[config.mk]
export PLATFORM = sky130hd
export DESIGN_NAME = usb_port_fault_supervisor
export DESIGN_NICKNAME = d
export VERILOG_FILES = /design/src/usb_port_fault_pkg.sv /design/src/blank_if.sv /design/src/input_sync.sv /design/src/blanking_timer.sv /design/src/usb_port_fault_supervisor.sv
export VERILOG_INCLUDE_DIRS = /design/src
export SDC_FILE = /design/constraint.sdc
export NUM_CORES = 1
export LEC_CHECK = 0
export ABC_AREA = 1
export BUFFER_PORTS_ARGS = -buffer_cell sky130_fd_sc_hd__buf_2
export CAP_MARGIN = 0
export CORE_MARGIN = 1.5
export CORE_UTILIZATION = 70
export CTS_BUF_LIST = sky130_fd_sc_hd__clkbuf_4 sky130_fd_sc_hd__clkbuf_8
export DETAILED_ROUTE_END_ITERATION = 10
export PLACE_DENSITY = 0.93
export SLEW_MARGIN = 20
export SYNTH_ARGS = -nofsm -noshare
export SYNTH_HDL_FRONTEND = slang
export SYNTH_SLANG_ARGS = --single-unit
[constraint.sdc]
create_clock -name clock -period 3.9 [get_ports clock]
set_clock_uncertainty 0.1 [all_clocks]
set_input_delay 0.585 -clock clock [delete_from_list [all_inputs] [get_ports clock]]
set_output_delay 0.585 -clock clock [all_outputs]
set_load 0.005 [all_outputs]
[src/usb_port_fault_supervisor_params.svh]
/*
  Constants for the USB port fault supervisor: timing counts, counter widths and the
  number of blanking timers. It assumes a 100 MHz system clock.
*/
// Summary of operation
// - Data-line overvoltage opens all switches at once and starts blanking, fault stays high.
// - Data-line overvoltage still present after blanking pulls the fault output low.
// - When data-line overvoltage ends, fault clears at once and soft-start begins.
// - Logic supply overvoltage cuts external and data switches; fault only after blanking.
// - Overcurrent regulates at the limit and starts blanking with fault released.
// - Current regulation lasts until blanking expires, overcurrent ends or a thermal fault appears.
// - Overcurrent past blanking asserts fault, enters autoretry, sources small current.
// - In autoretry, output above recovery level for blanking restores the channel.
// - Fast bus undervoltage opens the internal switch and starts blanking, fault high.
// - Undervoltage past blanking asserts fault; its end clears fault and soft-starts.
// - Supply lockout opens all switches and resets all logic except the input synchroniser.
// - Overtemperature cuts all switches and asserts fault at once until it cools.
// - Limit-set pin error opens all switches, asserts fault, clears when error ends.
// - Fault indication is an active-low open-drain output pulled low on faults.
// - With charge config low, enable closes power and data switches; disable opens.
// - Enable polarity is fixed per variant, active-high or active-low.
// - Plain enabled mode passes data through and keeps charger detection disabled.
`ifndef USB_PORT_FAULT_SUPERVISOR_PARAMS_SVH
`define USB_PORT_FAULT_SUPERVISOR_PARAMS_SVH

`define CLOCK_MHZ          100
`define BLANK_TIME_MS      20
`define BLANK_CYCLES       (`BLANK_TIME_MS * 1000 * `CLOCK_MHZ)
`define SOFT_START_TIME_US 10
`define SOFT_START_CYCLES  (`SOFT_START_TIME_US * `CLOCK_MHZ)
`define TIMER_W            24
`define SOFT_W             12
`define NUM_TIMERS         5
`define SYNC_W             11

`define T_OV_DATA  0
`define T_OV_LOGIC 1
`define T_OVERCUR  2
`define T_UNDERV   3
`define T_RECOVER  4

`endif

[src/usb_port_fault_pkg.sv]
/*
  Types shared by the fault supervisor modules. Assumes nothing of its surroundings.
*/
`default_nettype none
package usb_port_fault_pkg;
  typedef enum logic [1:0] {
    OC_NORMAL = 2'b00,
    OC_LIMIT  = 2'b01,
    OC_RETRY  = 2'b10
  } oc_state_t;
endpackage
`default_nettype wire

[src/blank_if.sv]
/*
  Carrier between the supervisor and its blanking timer bank: one condition and one
  expiry flag for each timer. Assumes both ends share the system clock.
*/
`timescale 1ns/10ps
`default_nettype none
`include "usb_port_fault_supervisor_params.svh"
interface blank_if;
  logic [`NUM_TIMERS-1:0] cond;
  logic [`NUM_TIMERS-1:0] expired;
  modport timer (input cond, output expired);
  modport user  (output cond, input expired);
endinterface
`default_nettype wire

[src/input_sync.sv]
/*
  Two flip-flop synchroniser for a vector of asynchronous comparator and pin levels.
  Assumes each bit is a slow level, so bits may settle a cycle apart.
*/
`timescale 1ns/10ps
`default_nettype none
module input_sync #(
  parameter int WIDTH = 1
) (
  input  wire logic             clock,
  input  wire logic             rst,
  input  wire logic [WIDTH-1:0] d,
  output var  logic [WIDTH-1:0] q
);
  logic [WIDTH-1:0] meta;

  // The first stage is read by the second stage only.
  always_ff @(posedge clock) begin
    if (rst) begin
      meta <= '0;
      q    <= '0;
    end else begin
      meta <= d;
      q    <= meta;
    end
  end
endmodule // input_sync
`default_nettype wire

[src/blanking_timer.sv]
/*
  Bank of blanking counters. Each counts while its condition holds, restarts from zero
  whenever the condition drops, and flags expiry after the given number of cycles.
  Assumes the conditions are synchronous to clock.
*/
`timescale 1ns/10ps
`default_nettype none
`include "usb_port_fault_supervisor_params.svh"
module blanking_timer #(
  parameter int LIMIT = `BLANK_CYCLES
) (
  input  wire logic clock,
  input  wire logic rst,
  blank_if.timer    bus
);
  localparam logic [`TIMER_W-1:0] LIMIT_W = `TIMER_W'(LIMIT);

  logic [`TIMER_W-1:0] count [`NUM_TIMERS];

  for (genvar i = 0; i < `NUM_TIMERS; i++) begin : g_timer
    // The counter saturates at the limit so expiry stays up while the condition does.
    always_ff @(posedge clock) begin
      if (rst || !bus.cond[i]) begin
        count[i] <= '0;
      end else if (count[i] != LIMIT_W) begin
        count[i] <= count[i] + `TIMER_W'(1);
      end
    end

    assign bus.expired[i] = (count[i] == LIMIT_W);

    a_count_restart : assert property (@(posedge clock) disable iff (rst)
      !bus.cond[i] |=> count[i] == '0)
      else $error("Blanking count did not restart after condition cleared.");

    a_count_step : assert property (@(posedge clock) disable iff (rst)
      bus.cond[i] && !bus.expired[i] |=> count[i] == $past(count[i]) + `TIMER_W'(1))
      else $error("Blanking count did not advance while condition held.");
  end
endmodule // blanking_timer
`default_nettype wire

[src/usb_port_fault_supervisor.sv]
/*
  Fault supervisor and switch controller for a protected USB port. Comparator flags
  are qualified with blanking timers and drive the power switches, data switches,
  soft-start, autoretry and the open-drain fault output.
  Assumes analog comparators give level flags (the overtemperature flag carries its
  own thermal hysteresis), and that the host drives enable and charge config as levels.
*/
`timescale 1ns/10ps
`default_nettype none
`include "usb_port_fault_supervisor_params.svh"
module usb_port_fault_supervisor
  import usb_port_fault_pkg::*;
#(
  parameter bit ENABLE_ACTIVE_LOW = 1'b0,
  parameter int BLANK_CYCLES      = `BLANK_CYCLES
) (
  input  wire logic clock,
  input  wire logic rst,
  input  wire logic ov_data_pos,
  input  wire logic ov_data_neg,
  input  wire logic ov_logic_supply,
  input  wire logic over_current,
  input  wire logic bus_undervolt,
  input  wire logic supply_lockout,
  input  wire logic over_temp,
  input  wire logic limit_set_error,
  input  wire logic out_above_recovery,
  input  wire logic enable_in,
  input  wire logic charge_cfg_bit1,
  input  wire logic fault_pin_in,
  output var  logic fault_pin_out,
  output var  logic fault_pin_oe_n,
  output var  logic ext_switch_on,
  output var  logic int_switch_on,
  output var  logic data_switch_on,
  output var  logic current_limit_active,
  output var  logic small_source_on,
  output var  logic soft_start,
  output var  logic charge_detect_enable
);
  localparam logic [`SOFT_W-1:0] SOFT_LAST = `SOFT_W'(`SOFT_START_CYCLES - 1);

  logic                ov_data;
  logic                ov_logic;
  logic                overcur;
  logic                underv;
  logic                lockout;
  logic                hot;
  logic                set_err;
  logic                recover_lvl;
  logic                en_raw;
  logic                cfg;
  logic                fault_pin_seen;
  logic                logic_rst;
  logic                en_active;
  logic                power_req;
  logic                data_req;
  logic                all_off;
  logic                any_fault;
  logic                ov_data_prev;
  logic                underv_prev;
  logic                soft_trigger;
  logic [`SOFT_W-1:0]  soft_count;
  oc_state_t           oc_state;
  oc_state_t           next_oc_state;

  blank_if blank ();

  // Every pin and comparator level is brought into the clock domain first.
  input_sync #(
    .WIDTH (`SYNC_W)
  ) u_sync (
    .clock (clock),
    .rst   (rst),
    .d     ({ov_data_pos | ov_data_neg, ov_logic_supply, over_current, bus_undervolt,
             supply_lockout, over_temp, limit_set_error, out_above_recovery,
             enable_in, charge_cfg_bit1, fault_pin_in}),
    .q     ({ov_data, ov_logic, overcur, underv, lockout, hot, set_err, recover_lvl,
             en_raw, cfg, fault_pin_seen})
  );

  // Lockout acts as a reset of all supervisor state except the input synchroniser, not only of the switches.
  assign logic_rst = rst | lockout;

  blanking_timer #(
    .LIMIT (BLANK_CYCLES)
  ) u_timer (
    .clock (clock),
    .rst   (logic_rst),
    .bus   (blank)
  );

  // Each timer runs only while its own condition holds.
  assign blank.cond[`T_OV_DATA]  = ov_data;
  assign blank.cond[`T_OV_LOGIC] = ov_logic;
  assign blank.cond[`T_OVERCUR]  = overcur && (oc_state == OC_LIMIT);
  assign blank.cond[`T_UNDERV]   = underv;
  assign blank.cond[`T_RECOVER]  = recover_lvl && (oc_state == OC_RETRY);

  // Polarity is a build-time choice; all else is identical between variants.
  assign en_active = ENABLE_ACTIVE_LOW ? !en_raw : en_raw;

  // Charge config high selects charging modes, which keep bus power on but hold the
  // data path open here because their switch steering lives elsewhere.
  assign power_req = en_active | cfg;
  assign data_req  = en_active & !cfg;

  // Conditions that open every power and data switch at once.
  assign all_off = ov_data | set_err;

  // A fault is qualified when blanking has expired or the event needs no blanking.
  assign any_fault = (ov_data && blank.expired[`T_OV_DATA])
                   | (ov_logic && blank.expired[`T_OV_LOGIC])
                   | (oc_state == OC_RETRY)
                   | (underv && blank.expired[`T_UNDERV])
                   | hot
                   | set_err;

  // Overcurrent sequence: limit during blanking, then autoretry until recovery.
  always_comb begin
    next_oc_state = oc_state;
    unique case (oc_state)
      OC_NORMAL: begin
        if (overcur && !hot) begin
          next_oc_state = OC_LIMIT;
        end
      end
      OC_LIMIT: begin
        if (hot || !overcur) begin
          next_oc_state = OC_NORMAL;
        end else if (blank.expired[`T_OVERCUR]) begin
          next_oc_state = OC_RETRY;
        end
      end
      OC_RETRY: begin
        if (blank.expired[`T_RECOVER]) begin
          next_oc_state = OC_NORMAL;
        end
      end
      default: begin
        next_oc_state = OC_NORMAL;
      end
    endcase
  end

  always_ff @(posedge clock) begin
    if (logic_rst) begin
      oc_state <= OC_NORMAL;
    end else begin
      oc_state <= next_oc_state;
    end
  end

  // Edge history for the fault removals that lead into soft-start.
  always_ff @(posedge clock) begin
    if (logic_rst) begin
      ov_data_prev <= 1'b0;
      underv_prev  <= 1'b0;
    end else begin
      ov_data_prev <= ov_data;
      underv_prev  <= underv;
    end
  end

  assign soft_trigger = (ov_data_prev && !ov_data) || (underv_prev && !underv);

  // Soft-start holds for a fixed ramp time; a new removal restarts the ramp.
  always_ff @(posedge clock) begin
    if (logic_rst) begin
      soft_start <= 1'b0;
      soft_count <= '0;
    end else if (soft_trigger) begin
      soft_start <= 1'b1;
      soft_count <= '0;
    end else if (soft_start) begin
      soft_count <= soft_count + `SOFT_W'(1);
      if (soft_count == SOFT_LAST) begin
        soft_start <= 1'b0;
      end
    end
  end

  // Fault pin: the output level is fixed low, only the enable toggles.
  always_ff @(posedge clock) begin
    if (logic_rst) begin
      fault_pin_out  <= 1'b0;
      fault_pin_oe_n <= 1'b1;
    end else begin
      fault_pin_out  <= 1'b0;
      fault_pin_oe_n <= !any_fault;
    end
  end

  // Switch drive; the fault conditions except overcurrent, which waits for autoretry, override the host request immediately.
  always_ff @(posedge clock) begin
    if (logic_rst) begin
      ext_switch_on  <= 1'b0;
      int_switch_on  <= 1'b0;
      data_switch_on <= 1'b0;
    end else begin
      ext_switch_on  <= power_req && !all_off && !ov_logic && !hot;
      int_switch_on  <= power_req && !all_off && !underv && !hot &&
                        (next_oc_state != OC_RETRY);
      data_switch_on <= data_req && !all_off && !ov_logic && !hot;
    end
  end

  // Current-limit and retry source flags follow the overcurrent state directly.
  always_ff @(posedge clock) begin
    if (logic_rst) begin
      current_limit_active <= 1'b0;
      small_source_on      <= 1'b0;
      charge_detect_enable <= 1'b0;
    end else begin
      current_limit_active <= (next_oc_state == OC_LIMIT);
      small_source_on      <= (next_oc_state == OC_RETRY);
      charge_detect_enable <= en_active && cfg;
    end
  end

  a_data_ov_off : assert property (@(posedge clock) disable iff (logic_rst)
    ov_data |=> !ext_switch_on && !int_switch_on && !data_switch_on)
    else $error("Switches stayed closed during data-line overvoltage.");

  a_data_ov_fault : assert property (@(posedge clock) disable iff (logic_rst)
    ov_data && blank.expired[`T_OV_DATA] |=> !fault_pin_oe_n)
    else $error("Fault not asserted after data-line overvoltage blanking.");

  a_data_ov_soft : assert property (@(posedge clock) disable iff (logic_rst)
    $fell(ov_data) |=> soft_start)
    else $error("Soft-start did not follow removal of data-line overvoltage.");

  a_logic_ov_off : assert property (@(posedge clock) disable iff (logic_rst)
    ov_logic |=> !ext_switch_on && !data_switch_on)
    else $error("Switches stayed closed during logic supply overvoltage.");

  a_limit_entry : assert property (@(posedge clock) disable iff (logic_rst)
    oc_state == OC_NORMAL && overcur && !hot |=> current_limit_active && oc_state == OC_LIMIT)
    else $error("Current limiting did not start on overcurrent.");

  a_retry_entry : assert property (@(posedge clock) disable iff (logic_rst)
    oc_state == OC_LIMIT && overcur && !hot && blank.expired[`T_OVERCUR]
    |=> small_source_on && !int_switch_on ##1 !fault_pin_oe_n)
    else $error("Autoretry not entered after overcurrent blanking.");

  a_retry_exit : assert property (@(posedge clock) disable iff (logic_rst)
    oc_state == OC_RETRY && blank.expired[`T_RECOVER] |=> oc_state == OC_NORMAL && !small_source_on)
    else $error("Channel did not recover after output stayed above threshold.");

  a_uv_off : assert property (@(posedge clock) disable iff (logic_rst)
    underv |=> !int_switch_on)
    else $error("Internal switch closed during bus undervoltage.");

  a_temp_fault : assert property (@(posedge clock) disable iff (logic_rst)
    hot |=> !fault_pin_oe_n && !ext_switch_on && !int_switch_on && !data_switch_on)
    else $error("Overtemperature did not shut switches and assert fault.");

  a_limit_set_pin_fault : assert property (@(posedge clock) disable iff (logic_rst)
    set_err |=> !fault_pin_oe_n && !ext_switch_on && !data_switch_on)
    else $error("Limit-set error did not open switches and assert fault.");

  a_fault_cause : assert property (@(posedge clock) disable iff (logic_rst)
    !fault_pin_oe_n |-> $past(any_fault))
    else $error("Fault pin driven low without a qualified fault.");

  a_enable_path : assert property (@(posedge clock) disable iff (logic_rst)
    en_active && !cfg && !all_off && !ov_logic && !hot |=> data_switch_on && ext_switch_on)
    else $error("Enable did not close the power and data switches.");

  // The fault node stays released while a lone data-line overvoltage is still blanked.
  a_data_ov_quiet : assert property (@(posedge clock) disable iff (logic_rst)
    ov_data && !blank.expired[`T_OV_DATA] && !hot && !set_err && !ov_logic && !underv &&
    oc_state != OC_RETRY |=> fault_pin_oe_n)
    else $error("Fault asserted during data-line overvoltage blanking.");

  a_data_ov_clear : assert property (@(posedge clock) disable iff (logic_rst)
    $fell(ov_data) && !hot && !set_err && !ov_logic && !underv && oc_state != OC_RETRY
    |=> fault_pin_oe_n)
    else $error("Fault not released when data-line overvoltage ended.");

  a_logic_ov_fault : assert property (@(posedge clock) disable iff (logic_rst)
    ov_logic && blank.expired[`T_OV_LOGIC] |=> !fault_pin_oe_n)
    else $error("Fault not asserted after logic supply overvoltage blanking.");

  a_thermal_abort : assert property (@(posedge clock) disable iff (logic_rst)
    oc_state == OC_LIMIT && hot |=> oc_state == OC_NORMAL && !current_limit_active)
    else $error("Current limiting continued through a thermal fault.");

  a_uv_fault : assert property (@(posedge clock) disable iff (logic_rst)
    underv && blank.expired[`T_UNDERV] |=> !fault_pin_oe_n)
    else $error("Fault not asserted after bus undervoltage blanking.");

  a_uv_soft : assert property (@(posedge clock) disable iff (logic_rst)
    $fell(underv) |=> soft_start)
    else $error("Soft-start did not follow removal of bus undervoltage.");

  a_limit_set_pin_clear : assert property (@(posedge clock) disable iff (logic_rst)
    $fell(set_err) && !hot && !ov_data && !ov_logic && !underv && oc_state != OC_RETRY
    |=> fault_pin_oe_n)
    else $error("Fault not released when limit-set error ended.");

  a_disable_open : assert property (@(posedge clock) disable iff (logic_rst)
    !en_active && !cfg |=> !ext_switch_on && !int_switch_on && !data_switch_on)
    else $error("Switches stayed closed while the port was disabled.");

  a_hs_mode : assert property (@(posedge clock) disable iff (logic_rst)
    en_active && !cfg |=> !charge_detect_enable)
    else $error("Charger detection enabled in plain pass-through mode.");

  // A fresh condition must start from zero, so expiry cannot follow on the next edge.
  a_blank_fresh : assert property (@(posedge clock) disable iff (logic_rst)
    $rose(ov_data) |=> !blank.expired[`T_OV_DATA])
    else $error("Blanking expired at once on a new data-line overvoltage.");
endmodule // usb_port_fault_supervisor
`default_nettype wire

# == After elaboration in Yosys (flattened, before gate mapping) ==
# Memory sizes are Yosys's and may differ from the RTL's.
# Cells that the tools add are included.
# word_totals
mem_bits_rw,120
inputBits,14
out_inout_bits,9
mem_count,1
reg_bits,46
# mem_list
memory,depth,width,read_ports,rd_ports_with_merged_regs,wr,line,text
u_timer.count,5,24,5,0,5,blanking_timer.sv:18,logic [`TIMER_W-1:0] count [`NUM_TIMERS];
# op_classes
muxes,38
n_bitwise,15
reduce_logical,37
n_eq_ne,16
n_addsub,6
# ops
operator,count
$add A24 B1 Y24 const B,5
$eq A24 B21 Y1 const B,5
$mux W24,5
$ne A24 B21 Y1 const B,5
$mux W1,28
$logic_and A1 B1 Y1,18
$or A1 B1 Y1,14
$add A12 B1 Y12 const B,1
$eq A12 B10 Y1 const B,1
$logic_not A1 Y1,10
$mux W2,4
$logic_or A1 B1 Y1,7
$pmux W2 S3,1
$eq A2 B1 Y1 const B,2
$eq A2 B2 Y1 const B,2
$logic_not A2 Y1,1
$ne A2 B2 Y1 const B,1
$reduce_or A2 Y1,1
$and A1 B1 Y1,1

# == Longest topological paths before layout ==
# An unclocked memory read counts as a cell.
# depth
ltp_word,9
depth_mapped,10

# == By module ==
# A second synthesis with hierarchy kept.
# hier_totals
hier_cells,1190
hier_area_um2,9556.7
# modules_own_cells
mod,cells_per_inst,seq_area_each_um2,area_per_inst_um2,instances
blanking_timer,970,3603.5,7828.8,1
usb_port_fault_supervisor,152,480.5,1099.8,1
input_sync,68,440.4,628.1,1

# == Least setup slack after synthesis ==
# Ideal clock, no wire load.
# synth_path
path_type,input to register
from,input rst
to,memory u_timer.count[0][0] (netlist name) (enable)
arrival_time_ns,1.860
required_time_ns,3.259
path_stages,5
slack_ns,1.399
path_cell_list,or2_1 -> buf_4 -> buf_6 -> inv_1 -> nand4_1
# synth_lines
item,line,text
start: declaration,usb_port_fault_supervisor.sv:18,"input wire logic rst,"
end: declaration,blanking_timer.sv:18,

==> impl_results.md <==
* Seq/Total Area, Yosys at 47.49%
* Postcts setup bufs at 0
* GRT Residual Overflow at 0
* Setup violators final at 0
* Core Area at ~13000 um2
* Reg-to-reg endpoint: u_timer.count[4][2]
* Clk slew on worst S/H paths at 80 ps
* Yosys cell types at 37
* Max FO, Critical Path at 21
* CP required at 4020 ps
* Busiest grt layer: met2
* Die W at 119.1 um
* Main flop type after synthesis: edfxtp_1
* Starting DRC count in detailed routing at about 800
* CTS tree: done
* Met2 usage at 47.51%
* Vias post-DR at 8198
* Overall Global Routing Usage at around 30%
* Status: complete, no violations
* RSZ-0062 raised after global routing: no
* IO Pins at 23
* Max Slew Vio Count at 0
* GR Layer Usage met1 at 40.62%
* Synth Area per Inst at 7.560 um2
* CTS Hold Bufs at 0
* Final wirelength at ~20000 um
* Synth Instances at 1249
* Count of flip-flops with a built-in enable after synthesis at 120
* Global Route met3 Usage at 6.178%
* Setup TNS at 0 ps
* Final min period at 2412 ps
* Maximum vdd drop at 0.2689 mV
* Final core utilization at 76.63%
* PD cells at roughly 320 nW/um2
* Hold WC Path Type: input port to register
* Syn Nets at 1274
* First-pass GRT wire length at 34330 um
* Worst Setup EP: u_timer.count[4][2]
* CP Launch Type: input port
* CTS HTree Levels at 4
* Headroom to the max-slew limit at 43.45%
* DIE HEIGHT at 119.1 um
* Post_cts resized at 0
* Worst r2r src: u_timer.count[4][0]
* # DRC at 0
* Fin. Hold Viols at 0
* CP startpoint: rst
* Filler Cell Count at 899
* Period Utilization, post-route at about three fifths
* Antenna violation net count after detailed routing at 0
* Vias per cell at 5.588
* Hpwl dp at 14180 um
* Crit. End Element: register
* Row cnt at 42
* CTS max path bufs at 2
* Achievable Freq at 414.6 MHz
* Nets at between 1000 and 1500
* Syn-to-layout area delta at 7.036%
* Mapped Area at approximately 9400 um2
* Synth warn at 0
* CTS buffer count at 17
* Arrival time worst endpoint at 2540 ps
* Root Buffer: clkbuf_8
* Layout cells sized above 1 at 7.126%
* Sink Count at between 150 and 200
* Worst skew pair latency at 480 ps
* DIE AREA at 14200 um2
* Critical Setup Path Class: input port to register
* Leakage power at around 3.4 nW
* Starting Density at 71.59%
* Largest net degree at the start of global routing at 25
* Detailed Routing Iterations Pass 1 at 5
* Avg WL per Cell at around 14 um
* Worst-margin pin slew at about 850 ps
* Reg2Reg Setup Slack at 1530 ps
* Port Buffers at 20
* Initial antenna violation count at 0
* Placer congestion estimate at 0.9569
* Synthesized flop and latch total at approximately 160
* Maximum capacitance violations at 0
* Vias in the first global route at about 7600
* Ys async rst share at 0%
* Antenna diode count at 0
* R2r worst-path depth at 6
kinds of logic (layout without fill, tap and decap cells):
kind of cell	after synthesis	count (layout)	share of synthesized area (%)
other cells	1	1	0.03971
simple gates	768	768	34.48
fa+ha+maj	11	11	1.458
compound gates	95	95	5.486
flops	164	164	47.49
xor+xnor	41	41	3.803
buf+inv	169	211	7.248
synth_stat cells, types with 2 or more instances:
cell type,instances,area (um2)
a21oi_1,61,305.3
a21oi_2,9,78.83
buf_2,4,20.02
buf_4,6,45.04
buf_6,3,33.78
clkbuf_1,2,7.510
dfxtp_1,44,880.8
edfxtp_1,120,3603
ha_1,11,137.6
inv_1,152,570.6
inv_2,2,7.510
nand2_1,335,1257
nand2_2,2,12.51
nand3_1,60,300.3
nand3b_1,19,142.6
nand4_1,29,181.4
nor2_1,275,1032
nor2_2,8,50.05
nor2_4,4,45.04
nor3_1,18,90.09
nor3b_1,2,15.01
nor4_1,2,12.51
o21ai_0,20,100.1
o21bai_1,3,22.52
or2_1,2,12.51
or2_2,6,37.54
xnor2_1,8,70.07
xor2_1,33,289.0
cells in the final DEF, fill, tap and decap left out, types with 2 or more instances in the layout:
| cell | Yosys | final |
|---|---|---|
| ha_1 | 11 | 11 |
| nor3_1 | 18 | 18 |
| nor3b_1 | 2 | 2 |
| bufinv_16 | 0 | 3 |
| nand3_1 | 60 | 60 |
| o21bai_1 | 3 | 3 |
| inv_2 | 2 | 2 |
| clkbuf_8 | 0 | 18 |
| a21oi_1 | 61 | 61 |
| dfxtp_1 | 44 | 44 |
| nor2_4 | 4 | 4 |
| edfxtp_1 | 120 | 120 |
| buf_4 | 6 | 5 |
| nor2_2 | 8 | 8 |
| nor4_1 | 2 | 2 |
| nand2_2 | 2 | 2 |
| clkinv_4 | 0 | 2 |
| nand4_1 | 29 | 29 |
| xor2_1 | 33 | 33 |
| nand2_1 | 335 | 335 |
| inv_4 | 0 | 3 |
| xnor2_1 | 8 | 8 |
| or2_2 | 6 | 6 |
| a21oi_2 | 9 | 9 |
| clkinv_2 | 0 | 3 |
| inv_1 | 152 | 152 |
| nand3b_1 | 19 | 19 |
| or2_1 | 2 | 2 |
| clkbuf_4 | 0 | 2 |
| o21ai_0 | 20 | 20 |
| buf_2 | 4 | 20 |
| nor2_1 | 275 | 275 |
stage by stage:
step	power [W]	area [um2]	hold WS [ps]	std cells	setup slack, ps
CTS	0.003232	10110	190.6	1467	1475
floorplan	0.001945	9443	288.3	1249	1399
finish	0.003230	10110	208.0	1467	1488
detailed placement	0.001962	9694	297.8	1435	943.3
global route	0.003307	10110	203.2	1467	1394
global placement	0.001959	9694	295.8	1435	1000
metal layers:
layer / vias to the layer above / part of all wire (%)
met1: 3699 / 43
met2: 387 / 48
met4: 0 / 2.4
met3: 56 / 7.1
met5: - / 0
li1: 4056 / -
power breakdown:
group           total, W  leakage [nW]  switching [W]  internal [W]
logic          0.0000546          1.33      0.0000372     0.0000174
clock network    0.00131         0.219       0.000643      0.000665
registers        0.00187          1.84     0.00000904       0.00186
worst min path at each step:
stage,startpoint,depth (start not counted),to
3_3_place_gp,u_sync.meta[7],2,u_sync.q[7]
5_1_grt,out_above_recovery,3,u_sync.meta[3]
2_1_floorplan,u_sync.meta[10],2,u_sync.q[10]
6_report,out_above_recovery,3,u_sync.meta[3]
4_1_cts,out_above_recovery,3,u_sync.meta[3]
3_5_place_dp,u_sync.meta[10],2,u_sync.q[10]
sequential cells by signal, summed over array words and instances, names as in the netlist:
register / cells
underv_prev: 1
small_source_on: 1
soft_start: 1
ov_data_prev: 1
u_timer.count: 120
soft_count: 12
u_sync.q: 10
charge_detect_enable: 1
current_limit_active: 1
u_sync.meta: 10
int_switch_on: 1
ext_switch_on: 1
oc_state: 2
data_switch_on: 1
fault_pin_oe_n: 1
worst max-delay path, stage by stage:
cell and delay (ps):
buf_2 220, or2_1 520, nor2_2 260, nand4_1 510
buf_4 420
cell type report:
cell class / instances / area [um2] / share of cell area, %
well taps: 176 / 220.2 / 2.179
clock inverters: 12 / 150.1 / 1.486
inverters: 154 / 578.1 / 5.719
repair buffers: 25 / 137.6 / 1.362
multi-input cells: 916 / 4274 / 42.29
flip-flops and latches: 164 / 4484 / 44.37
clock buffers: 20 / 262.8 / 2.600
Note: power is estimated with default switching activity, not from simulation.
